**src/clkmon_regs.svh**
```systemverilog
// Register offsets, field positions, reset values and timing counts of the clock monitor.
`ifndef CLKMON_REGS_SVH
`define CLKMON_REGS_SVH

`define ADDR_CLK_DIV      3'h0
`define ADDR_SETPOINT     3'h1
`define ADDR_DIAG         3'h2
`define ADDR_FAULT_CFG    3'h3
`define ADDR_VERSION      3'h4

`define DIV_RATIO_MSB     3
`define DIV_WDOG_BIT      4
`define DIV_RATIO_RST     4'h8

`define DIAG_RST_OCC_BIT  2
`define DIAG_FAULT_BIT    3
`define DIAG_PIN_LOW_BIT  4

`define CFG_MASK_BIT      0
`define CFG_MASK_RST      1'b1

`define VER_WDOG_BIT      7

`define CLK_PERIOD_NS     40
`define MISS_CLK_NS       2000
`define MISS_CLK_CYC      (`MISS_CLK_NS / `CLK_PERIOD_NS)

`endif

```
**src/clkmon_pkg.sv**
```systemverilog
// Types shared by the clock monitor, reset and fault control block.
package clkmon_pkg;

	typedef struct packed {
		logic       valid;
		logic       write;
		logic [2:0] addr;
		logic [7:0] data;
	} spi_cmd_s;

	typedef struct packed {
		logic       valid;
		logic [7:0] data;
	} spi_rsp_s;

	typedef enum logic [2:0] {
		ST_RUN  = 3'b001,
		ST_HOLD = 3'b010,
		ST_TRIP = 3'b100
	} ctrl_state_e;

endpackage

```
**src/edge_gap_timer.sv**
```systemverilog
// Measures the time between rising edges of the external clock on the local timebase.
module edge_gap_timer #(
	parameter int MISS_CYC = 50,
	parameter int CNT_W    = 12
) (
	input  wire logic clk,
	input  wire logic rst_b,
	input  wire logic clk_in,
	output logic      rise,
	output logic      gap
);

	logic             clk_in_q;
	logic [CNT_W-1:0] cnt_q;
	logic [CNT_W-1:0] cnt_d;
	logic             sat;

	localparam logic [CNT_W-1:0] MISS_LIM = CNT_W'(MISS_CYC);

	assign rise  = clk_in & ~clk_in_q;
	assign sat   = (cnt_q > MISS_LIM);
	assign cnt_d = rise ? '0 : (sat ? cnt_q : cnt_q + 1'b1);
	assign gap   = sat;

	always_ff @(posedge clk or negedge rst_b) begin
		if (!rst_b) begin
			clk_in_q <= 1'b0;
			cnt_q    <= '0;
		end else begin
			clk_in_q <= clk_in;
			cnt_q    <= cnt_d;
		end
	end

endmodule

```
**src/clock_monitor_reset_fault_ctrl.sv**
```systemverilog
// Clock divider, missing clock watchdog, reset holding and fault line control of a two channel driver.
`include "clkmon_regs.svh"

module clock_monitor_reset_fault_ctrl
	import clkmon_pkg::*;
#(
	parameter int         RATIO_W    = 4,
	parameter logic [3:0] VERSION_ID = 4'h5 // Arbitrary value.
) (
	input  wire logic       clk,
	input  wire logic       rst_b,
	input  wire logic       ext_clk_in,
	input  wire logic       ext_reset_n,
	input  wire logic       enable_pin,
	input  wire logic       analog_supply_uv,
	input  wire logic       reference_supply_uv,
	input  wire logic [1:0] load_supply_uv,
	input  wire logic       diag_fault,
	input  wire logic       fault_pin_in,
	input  wire spi_cmd_s   spi_cmd,
	output spi_rsp_s        spi_rsp,
	output logic            sys_tick,
	output logic [1:0]      stage_on,
	output logic            fault_out_n,
	output logic            fault_oe,
	output logic            spi_active,
	output logic            logic_in_reset
);

	ctrl_state_e        state_q;
	ctrl_state_e        state_d;
	logic [RATIO_W-1:0] div_ratio_q;
	logic [RATIO_W-1:0] div_ratio_d;
	logic [RATIO_W-1:0] div_cnt_q;
	logic [RATIO_W-1:0] div_cnt_d;
	logic               clk_watchdog_on_q;
	logic               clk_watchdog_on_d;
	logic               div_written_q;
	logic               div_written_d;
	logic [1:0]         setpt_en_q;
	logic [1:0]         setpt_en_d;
	logic               enable_fault_mask_q;
	logic               enable_fault_mask_d;
	logic [1:0]         load_supply_uv_flag_q;
	logic [1:0]         load_supply_uv_flag_d;
	logic               rst_occ_q;
	logic               rst_occ_d;
	logic               sys_tick_q;
	logic [1:0]         stage_on_q;
	logic               fault_oe_q;
	spi_rsp_s           spi_rsp_q;

	logic               ext_rise;
	logic               clk_gap;
	logic               hold_req;
	logic               in_reset;
	logic               exit_reset;
	logic               wr_ok;
	logic               wr_div;
	logic               wr_setpt;
	logic               wr_cfg;
	logic               diag_access;
	logic               div_tick;
	logic               stage_gate;
	logic               fault_low;
	logic [7:0]         version_word;
	logic [7:0]         reg_word;
	logic [7:0]         rd_word;

	function automatic logic [RATIO_W-1:0] ratio_last(input logic [RATIO_W-1:0] r);
		ratio_last = (r == '0) ? '0 : r - 1'b1;
	endfunction

	edge_gap_timer #(
		.MISS_CYC (`MISS_CLK_CYC),
		.CNT_W    (12)
	) u_gap (
		.clk    (clk),
		.rst_b  (rst_b),
		.clk_in (ext_clk_in),
		.rise   (ext_rise),
		.gap    (clk_gap)
	);

	// Control state: run, held in reset by the reset pin or the analog or reference supply, or tripped by the watchdog.
	assign hold_req   = ~ext_reset_n | analog_supply_uv | reference_supply_uv;
	assign in_reset   = (state_q != ST_RUN);
	assign exit_reset = (state_q == ST_HOLD) && (state_d == ST_RUN);

	always_comb begin
		state_d = state_q;
		if (hold_req) begin
			state_d = ST_HOLD;
		end else begin
			case (state_q)
				ST_RUN: begin
					if (clk_watchdog_on_q && clk_gap) begin
						state_d = ST_TRIP;
					end
				end
				ST_HOLD: begin
					state_d = ST_RUN;
				end
				ST_TRIP: begin
					state_d = ST_TRIP;
				end
				default: begin
					state_d = ST_HOLD;
				end
			endcase
		end
	end

	// Register access decode.
	assign spi_active  = (state_q != ST_HOLD);
	assign wr_ok       = spi_cmd.valid & spi_cmd.write & (state_q == ST_RUN) & ~clk_gap;
	assign wr_div      = wr_ok & (spi_cmd.addr == `ADDR_CLK_DIV);
	assign wr_setpt    = wr_ok & (spi_cmd.addr == `ADDR_SETPOINT);
	assign wr_cfg      = wr_ok & (spi_cmd.addr == `ADDR_FAULT_CFG);
	assign diag_access = spi_cmd.valid & spi_active & (spi_cmd.addr == `ADDR_DIAG);

	assign div_ratio_d         = in_reset ? `DIV_RATIO_RST :
	                             (wr_div ? spi_cmd.data[`DIV_RATIO_MSB:0] : div_ratio_q);
	assign clk_watchdog_on_d   = in_reset ? 1'b0 : (wr_div ? spi_cmd.data[`DIV_WDOG_BIT] : clk_watchdog_on_q);
	assign div_written_d       = ~in_reset & (wr_div | div_written_q);
	assign setpt_en_d          = (in_reset | ~enable_pin) ? 2'b00 :
	                             (wr_setpt ? spi_cmd.data[1:0] : setpt_en_q);
	assign enable_fault_mask_d = in_reset ? `CFG_MASK_RST :
	                             (wr_cfg ? spi_cmd.data[`CFG_MASK_BIT] : enable_fault_mask_q);
	assign load_supply_uv_flag_d = in_reset ? 2'b00 :
	                               (load_supply_uv | (load_supply_uv_flag_q & {2{~diag_access}}));
	assign rst_occ_d           = exit_reset | (~in_reset & rst_occ_q & ~diag_access);

	// System tick from the external clock edges.
	assign div_tick  = ext_rise & (div_cnt_q >= ratio_last(div_ratio_q));
	assign div_cnt_d = (state_q == ST_HOLD) ? '0 : (div_tick ? '0 : (ext_rise ? div_cnt_q + 1'b1 : div_cnt_q));

	// Output stage gating and fault line.
	assign stage_gate = ~in_reset & enable_pin & clk_watchdog_on_q & div_written_q & ~clk_gap;
	assign fault_low  = in_reset | diag_fault | (|load_supply_uv)
	                  | (~enable_pin & enable_fault_mask_q);

	// Read data.
	assign version_word = {(state_q == ST_TRIP), 3'b000, VERSION_ID};
	always_comb begin
		case (spi_cmd.addr)
			`ADDR_CLK_DIV:   reg_word = {3'b000, clk_watchdog_on_q, div_ratio_q};
			`ADDR_SETPOINT:  reg_word = {6'b00_0000, setpt_en_q};
			`ADDR_DIAG:      reg_word = {3'b000, ~fault_pin_in, diag_fault, rst_occ_q, load_supply_uv_flag_q};
			`ADDR_FAULT_CFG: reg_word = {7'b000_0000, enable_fault_mask_q};
			`ADDR_VERSION:   reg_word = version_word;
			default:         reg_word = 8'h00;
		endcase
	end
	assign rd_word = clk_gap ? version_word : reg_word;

	always_ff @(posedge clk or negedge rst_b) begin
		if (!rst_b) begin
			state_q <= ST_HOLD;
		end else begin
			state_q <= state_d;
		end
	end

	always_ff @(posedge clk or negedge rst_b) begin
		if (!rst_b) begin
			div_ratio_q         <= `DIV_RATIO_RST;
			div_cnt_q           <= '0;
			clk_watchdog_on_q   <= 1'b0;
			div_written_q       <= 1'b0;
			setpt_en_q          <= 2'b00;
			enable_fault_mask_q <= `CFG_MASK_RST;
		end else begin
			div_ratio_q         <= div_ratio_d;
			div_cnt_q           <= div_cnt_d;
			clk_watchdog_on_q   <= clk_watchdog_on_d;
			div_written_q       <= div_written_d;
			setpt_en_q          <= setpt_en_d;
			enable_fault_mask_q <= enable_fault_mask_d;
		end
	end

	always_ff @(posedge clk or negedge rst_b) begin
		if (!rst_b) begin
			load_supply_uv_flag_q <= 2'b00;
			rst_occ_q             <= 1'b0;
			sys_tick_q            <= 1'b0;
			stage_on_q            <= 2'b00;
			fault_oe_q            <= 1'b1;
			spi_rsp_q             <= '0;
		end else begin
			load_supply_uv_flag_q <= load_supply_uv_flag_d;
			rst_occ_q             <= rst_occ_d;
			sys_tick_q            <= div_tick;
			stage_on_q            <= setpt_en_q & ~load_supply_uv & {2{stage_gate}};
			fault_oe_q            <= fault_low;
			spi_rsp_q.valid       <= spi_cmd.valid & spi_active;
			spi_rsp_q.data        <= (spi_cmd.valid & spi_active) ? rd_word : 8'h00;
		end
	end

	assign sys_tick       = sys_tick_q;
	assign stage_on       = stage_on_q;
	assign fault_out_n    = 1'b0;
	assign fault_oe       = fault_oe_q;
	assign spi_rsp        = spi_rsp_q;
	assign logic_in_reset = in_reset;
endmodule

```
**config.mk**
```make
export PLATFORM = sky130hd
export DESIGN_NAME = clock_monitor_reset_fault_ctrl
export DESIGN_NICKNAME = d
export VERILOG_FILES = /design/src/clkmon_pkg.sv /design/src/edge_gap_timer.sv /design/src/clock_monitor_reset_fault_ctrl.sv
export VERILOG_INCLUDE_DIRS = /design/src /design/src/src
export SDC_FILE = /design/constraint.sdc
export NUM_CORES = 1
export LEC_CHECK = 0
export BUFFER_PORTS_ARGS = -buffer_cell sky130_fd_sc_hd__clkbuf_2
export CAP_MARGIN = 10
export CELL_PAD_IN_SITES_DETAIL_PLACEMENT = 0
export CELL_PAD_IN_SITES_GLOBAL_PLACEMENT = 2
export CORE_MARGIN = 5
export CORE_UTILIZATION = 32
export CTS_CLUSTER_SIZE = 12
export DETAILED_ROUTE_END_ITERATION = 6
export GPL_ROUTABILITY_DRIVEN = 0
export GPL_TIMING_DRIVEN = 0
export PLACE_DENSITY_LB_ADDON = 0.1
export SETUP_SLACK_MARGIN = 0.5
export SLEW_MARGIN = 20
export SYNTH_ARGS = -nofsm -noshare
export SYNTH_HDL_FRONTEND = slang
export SYNTH_HIERARCHICAL = 1
export SYNTH_SLANG_ARGS = --single-unit
```
**constraint.sdc**
```tcl
create_clock -name clk -period 2.76 [get_ports clk]
set_input_delay 0.276 -clock clk [delete_from_list [all_inputs] [get_ports clk]]
set_output_delay 0.276 -clock clk [all_outputs]
set_load 0.02 [all_outputs]
```
**After elaboration in Yosys (flattened, before gate mapping)**

Index checks and enable logic that the tools add are counted.
W data, S select, Z words.

- Flip-flop bits (word level): 45
- Input bits: 24
- Word-level logic and storage cells: 100

- Add/sub/neg operators: 3
- $lt $le $gt $ge: 2
- Eq/ne operators: 11
- Multiplexer cells: 21
- Bitwise gates (word level): 38
- Reduce and logical (&&, ||, !) cells: 9

Operators by type and width:

| kind | count |
|---|---|
| $pmux W8 S5 | 1 |
| $mux W12 | 2 |
| $mux W4 | 6 |
| $and A1 B1 Y1 | 18 |
| $mux W8 | 2 |
| $add A12 B1 Y12 const B | 1 |
| $gt A12 B6 Y1 const B | 1 |
| $eq A3 B1 Y1 const B | 3 |
| $eq A3 B2 Y1 const B | 3 |
| $pmux W3 S3 | 1 |
| $or A1 B1 Y1 | 8 |
| $not A1 Y1 | 7 |
| $and A2 B2 Y2 | 3 |
| $eq A3 B3 Y1 const B | 2 |
| $mux W2 | 3 |
| $mux W3 | 2 |
| $reduce_bool A2 Y1 | 3 |
| $add A4 B1 Y4 const B | 1 |
| $ge A4 B4 Y1 | 1 |
| $logic_not A4 Y1 | 1 |
| $mux W1 | 4 |
| $sub A4 B1 Y4 const B | 1 |
| $logic_not A3 Y1 | 1 |
| $ne A3 B1 Y1 const B | 1 |
| 7 further kinds | 8 |

**Depth between registers and ports, before layout**

- Depth after elaboration: 8
- Mapped depth: 9

**Hierarchy**

Netlist, hierarchy kept.

Modules (own cells, without submodules):

| module | instances | cells each | area an instance (um^2) | sequential area each (um^2) |
|---|---|---|---|---|
| clock_monitor_reset_fault_ctrl | 1 | 152 | 1526.5 | 755.7 |
| edge_gap_timer | 1 | 54 | 606.8 | 325.3 |

**Worst setup path after synthesis**

No wires, ideal clock.

- Kind: register -> register
- Start point: register u_gap.cnt_q[0]
- End point: register setpt_en_q[0]
- Library setup time: 0.118 ns
- Arrival time: 1.916 ns
- Data required time: 2.642 ns
- Setup slack: 0.726 ns
- Stages on the path, launching flop included: 10
- Clock period less this slack: 2.034 ns
- Cells stage by stage: dfrtp_1 -> inv_1 -> ha_1 -> nor2b_4 -> o311ai_4 -> nand2_1 -> and4bb_2 -> nand3_1 -> mux2i_1 -> nor2_1

- Cells in the longest elaborated chain, start to end: 5

RTL lines:

| what | RTL line | RTL |
|---|---|---|
| start: declaration | edge_gap_timer.sv:14 | `logic [CNT_W-1:0] cnt_q;` |
| start signal: assignment | edge_gap_timer.sv:31 | `cnt_q <= cnt_d;` |
| $gt A12 B6 Y1 | edge_gap_timer.sv:21 | `assign sat = (cnt_q > MISS_LIM);` |
| via clk_gap | clock_monitor_reset_fault_ctrl.sv:54 | `logic clk_gap;` |
| $not A1 Y1 | clock_monitor_reset_fault_ctrl.sv:116 | `assign wr_ok = spi_cmd.valid & spi_cmd.write & (state_q == ST_RUN) & ~clk_gap;` |
| $and A1 B1 Y1 | clock_monitor_reset_fault_ctrl.sv:116 |  |
| $and A1 B1 Y1 | clock_monitor_reset_fault_ctrl.sv:118 | `` assign wr_setpt = wr_ok & (spi_cmd.addr == `ADDR_SETPOINT); `` |
| $reduce_bool A2 Y1 (no line) | -- |  |
| end signal: assignment | clock_monitor_reset_fault_ctrl.sv:178 | `setpt_en_q <= setpt_en_d;` |
| end: declaration | clock_monitor_reset_fault_ctrl.sv:40 | `logic [1:0] setpt_en_q;` |

The timed path passes the listed nets, and every way through them passes these cells.
A chain may end at the register's enable or synchronous reset.

**Final worst setup path**

- Start point: register u_gap.cnt_q[0]
- End point: register setpt_en_q[1]

Same word-level chain as after synthesis.

==> results.py <==
metrics = {
    "synthesis": {
        "synth_top_family_by_area": "simple AND/OR/NAND/NOR gates",
        "synth.area.mux_share": 0.0528,
        "ys_warn_count": 6,
        "yosysSeqAreaShare": 0.507,
        "synth_seq_cells": 43,
        "synth_xor_area_frac": 0.00411,
        "syn_area_mm2": 0.00213,
        "synthAdderAreaFrac": 0.0411,
        "synth-simple-area-share": 0.222,
        "syn_avg_cell_area_um2": 10.4,
        "synth_cells": 206,
        "synth_cell_types": 50,
        "synth_compound_area_frac": 0.136,
    },
    "timing": {
        "slew_headroom": 0.595,
        "whs_ns": 0.000462,
        "setup_violations": 0,
        "fin_crit_ns": 2.09,
        "fin_skew_ns": 0.00286,
        "fin_crit_sh": 0.758,
        "hold_viol_final": 0,
        "fmax_ghz": 0.478,
        "final_max_slew_viol_count": 0,
        "setup_slack_ns": 0.667,
        "worst_pin_slew_ns": 0.607,
        "rsz0062_at_grt": "no",
        "setup_tns_ns": 0,
    },
    "routing": {
        "drc": 0,
        "vias": 1612,
        "dr.pass1.iters": 4,
        "ant_nets": 0,
        "routed_wl_um": 4880,
        "wire_per_inst_um": 15.0,
        "drt_iter0_markers": 47,
        "viasPerCell": 4.96,
    },
    "critical_path": {
        "cp-startpoint": "u_gap/cnt_q[0]$_DFFE_PN0P_",
        "worst_ep_required_time_ns": 2.95,
        "crit_path_start_kind": "flip-flop",
        "end_kind": "flip-flop",
        "r2r_start": "u_gap/cnt_q[0]$_DFFE_PN0P_",
        "crit_fanout": 8,
        "worst-setup-path-type": "reg2reg",
        "arrival_ns": 2.29,
    },
    "floorplanning": {
        "io_pins": 40,
        "start_util": 0.332,
        "coreArea_mm2": 0.00642,
        "die_w_um": 91.7,
        "rows": 29,
        "die-height_um": 91.7,
        "dieArea_mm2": 0.00840,
    },
    "power": {
        "p_leak_nw": 1.20,
        "seq_power_share": 0.550,
        "p_int_mw": 0.910,
        "p_per_area_mw_per_mm2": 505,
        "p_sw_mw": 0.356,
        "peakVddDrop_mv": 0.210,
        "comb_power_share": 0.125,
        "swShare": 0.281,
        "finalPower_mw": 1.27,
        "clockPowerShare": 0.324,
    },
    "global_routing": {
        "grt_pass1_vias": 1662,
        "track_usage": 0.126,
        "grt_max_degree": 44,
        "antenna_found_initial": 0,
        "grt_pass1_wl_um": 8520,
        "grt_overflow_total": 0,
    },
    "clocking": {
        "clock-sinks": 43,
        "clock_latency_ns": 0.30,
        "cts.clk_slew.worst_paths_ns": 0.09,
        "clk_path_buf_depth": 2,
        "cts-root-buf": "clkbuf_8",
        "cts_inserted_buffers": 5,
        "cts_hold_buf": 0,
        "cts_max_level": 2,
        "cts_tree": "built",
    },
    "min_path": {
        "worstHoldPathType": "in2async",
    },
    "finish": {
        "fin_util": 0.390,
        "nets": 278,
        "drive_above_1_share": 0.262,
        "final_cell_count_no_fill": 325,
        "multi_input_area_um2": 996,
        "fill_cells": 654,
        "num_antenna_cells": 0,
        "finalInstanceArea_mm2": 0.00251,
        "seqCellArea_mm2": 0.00108,
        "syn_to_final_growth_pct": 17.5,
    },
    "place": {
        "post-place-ws_ns": 0.379,
        "dpl-instance-area_mm2": 0.00239,
        "dp_hpwl_um": 3650,
        "io_buffers": 31,
        "dpl.cell_count": 316,
    },
    "run": {
        "maxCapViolCount": 0,
    },
    "run_status": {
        "outcome": "finished clean",
    },
}
==> timing repair <==
item,4_1_cts,5_1_grt
endpoints found under the setup margin,8,11
gates resized for setup,1,3
pin swaps,1,0
hold endpoints to repair,0,0
buffers inserted,1,0
==> per-layer routing <==
layer  vias to the layer above  global-route usage  routed length [um]
met3                         7              0.0401                 256
li1                        812                   -                   -
met2                        31               0.196                2210
met4                         0              0.0389                  75
met5                         -                   0                   0
met1                       762               0.168                2340
==> power groups by stage <==
stage	sequential (mW)	clock (mW)	combinational (mW)
after CTS	0.697	0.435	0.161
after global routing	0.702	0.464	0.184
final	0.697	0.411	0.159
after floorplan	0.702	0	0.110
after global placement	0.709	0	0.161
after detailed placement	0.709	0	0.161
==> final timing paths <==
check | endpoint | slack, ns | cells past startpoint
worst max-delay path | setpt_en_q[1]$_DFFE_PN0P_ | 0.67 | 9
worst min-delay path | div_cnt_q[2]$_DFFE_PN0P_ | 0.0005 | 1
worst max register to register | setpt_en_q[1]$_DFFE_PN0P_ | 0.67 | 9
worst min register to register | u_gap/cnt_q[10]$_DFFE_PN0P_ | 0.49 | 1
max in group asynchronous | spi_rsp[3]$_DFF_PN0_ | 2.35 | 1
min in group clk | u_gap/clk_in_q$_DFF_PN0_ | 0.11 | 1
==> synthesized netlist by cell type (all sizes together) <==
master / n / area (um2)
nor2: 26 / 97.6
nor4b: 1 / 8.76
nor2b: 3 / 26.3
dfstp: 4 / 105
nand3: 11 / 60.1
inv: 8 / 30.0
o31ai: 2 / 15.0
a41o: 2 / 22.5
or4: 1 / 7.51
xnor2: 1 / 8.76
a31oi: 3 / 18.8
or3b: 2 / 17.5
and4bb: 1 / 12.5
a41oi: 1 / 8.76
mux4: 1 / 22.5
a21oi: 16 / 80.1
clkbuf: 1 / 3.75
nand2b: 5 / 31.3
o21ai: 9 / 45.0
conb: 1 / 3.75
o311ai: 1 / 26.3
buf: 7 / 42.5
nor3b: 4 / 35.0
o311a: 1 / 11.3
a211oi: 4 / 30.0
mux2i: 9 / 90.1
nand4: 1 / 6.26
dfrtp: 39 / 976
and3: 3 / 20.0
or3: 1 / 6.26
o21bai: 1 / 7.51
nand3b: 3 / 22.5
nor4: 1 / 6.26
a311oi: 1 / 8.76
and2: 8 / 50.1
nor3: 4 / 20.0
nand2: 9 / 36.3
o21a: 1 / 7.51
ha: 7 / 87.6
a2111oi: 1 / 8.76
nand4b: 1 / 8.76
==> cell type report <==
cell class,instances,area share
plain buffers,8,0.0185
clock inverters,3,0.00948
inverters,8,0.0120
repair buffers,32,0.0659
multi-input cells,149,0.397
well taps,77,0.0384
clock buffers,5,0.0274
flip-flops and latches,43,0.431
==> critical path, cell delays in order, from the launching register on <==
cell and delay (ns):
dfrtp_1 0.41, inv_1 0.08, ha_1 0.19, nor2b_4 0.06
o311ai_4 0.33, nand2_4 0.13, and4bb_4 0.40, nand3_1 0.15
mux2i_1 0.19, nor2_1 0.05
==> cells by family after synthesis <==
family,Yosys count
buffers and inverters,16
DFF,43
xor gates and xnor gates,1
adders and majority gates,7
other,1
AOI/OAI and AO/OA,43
muxes,10
and+or+nand+nor,85
==> state kept, by name, indices dropped and copies added (netlist names), 2 cells and up <==
register,count
u_gap/cnt_q,12
div_ratio_q,4
setpt_en_q,2
div_cnt_q,4
stage_on,2
spi_rsp,7
state_q,3
load_supply_uv_flag_q,2
==> cells in the final DEF, fill, tap and decap left out, types with 2 or more instances in the layout <==
cell type and count:
dfrtp_1 39, clkbuf_2 30, nor2_1 26, a21oi_1 16, nand3_1 10, mux2i_1 9, o21ai_0 8, and2_1 8
nand2_1 7, inv_1 7, ha_1 7, nand2b_1 5, clkbuf_8 5, buf_2 4, a211oi_1 4, nor3_1 4
buf_4 4, dfstp_2 4, nand3b_1 3, a31oi_1 3, nor3b_1 3, conb_1 3, o31ai_1 2, nor2b_1 2
and3_1 2, clkinvlp_4 2, a41o_2 2
Power figures use the tool's default switching activity.
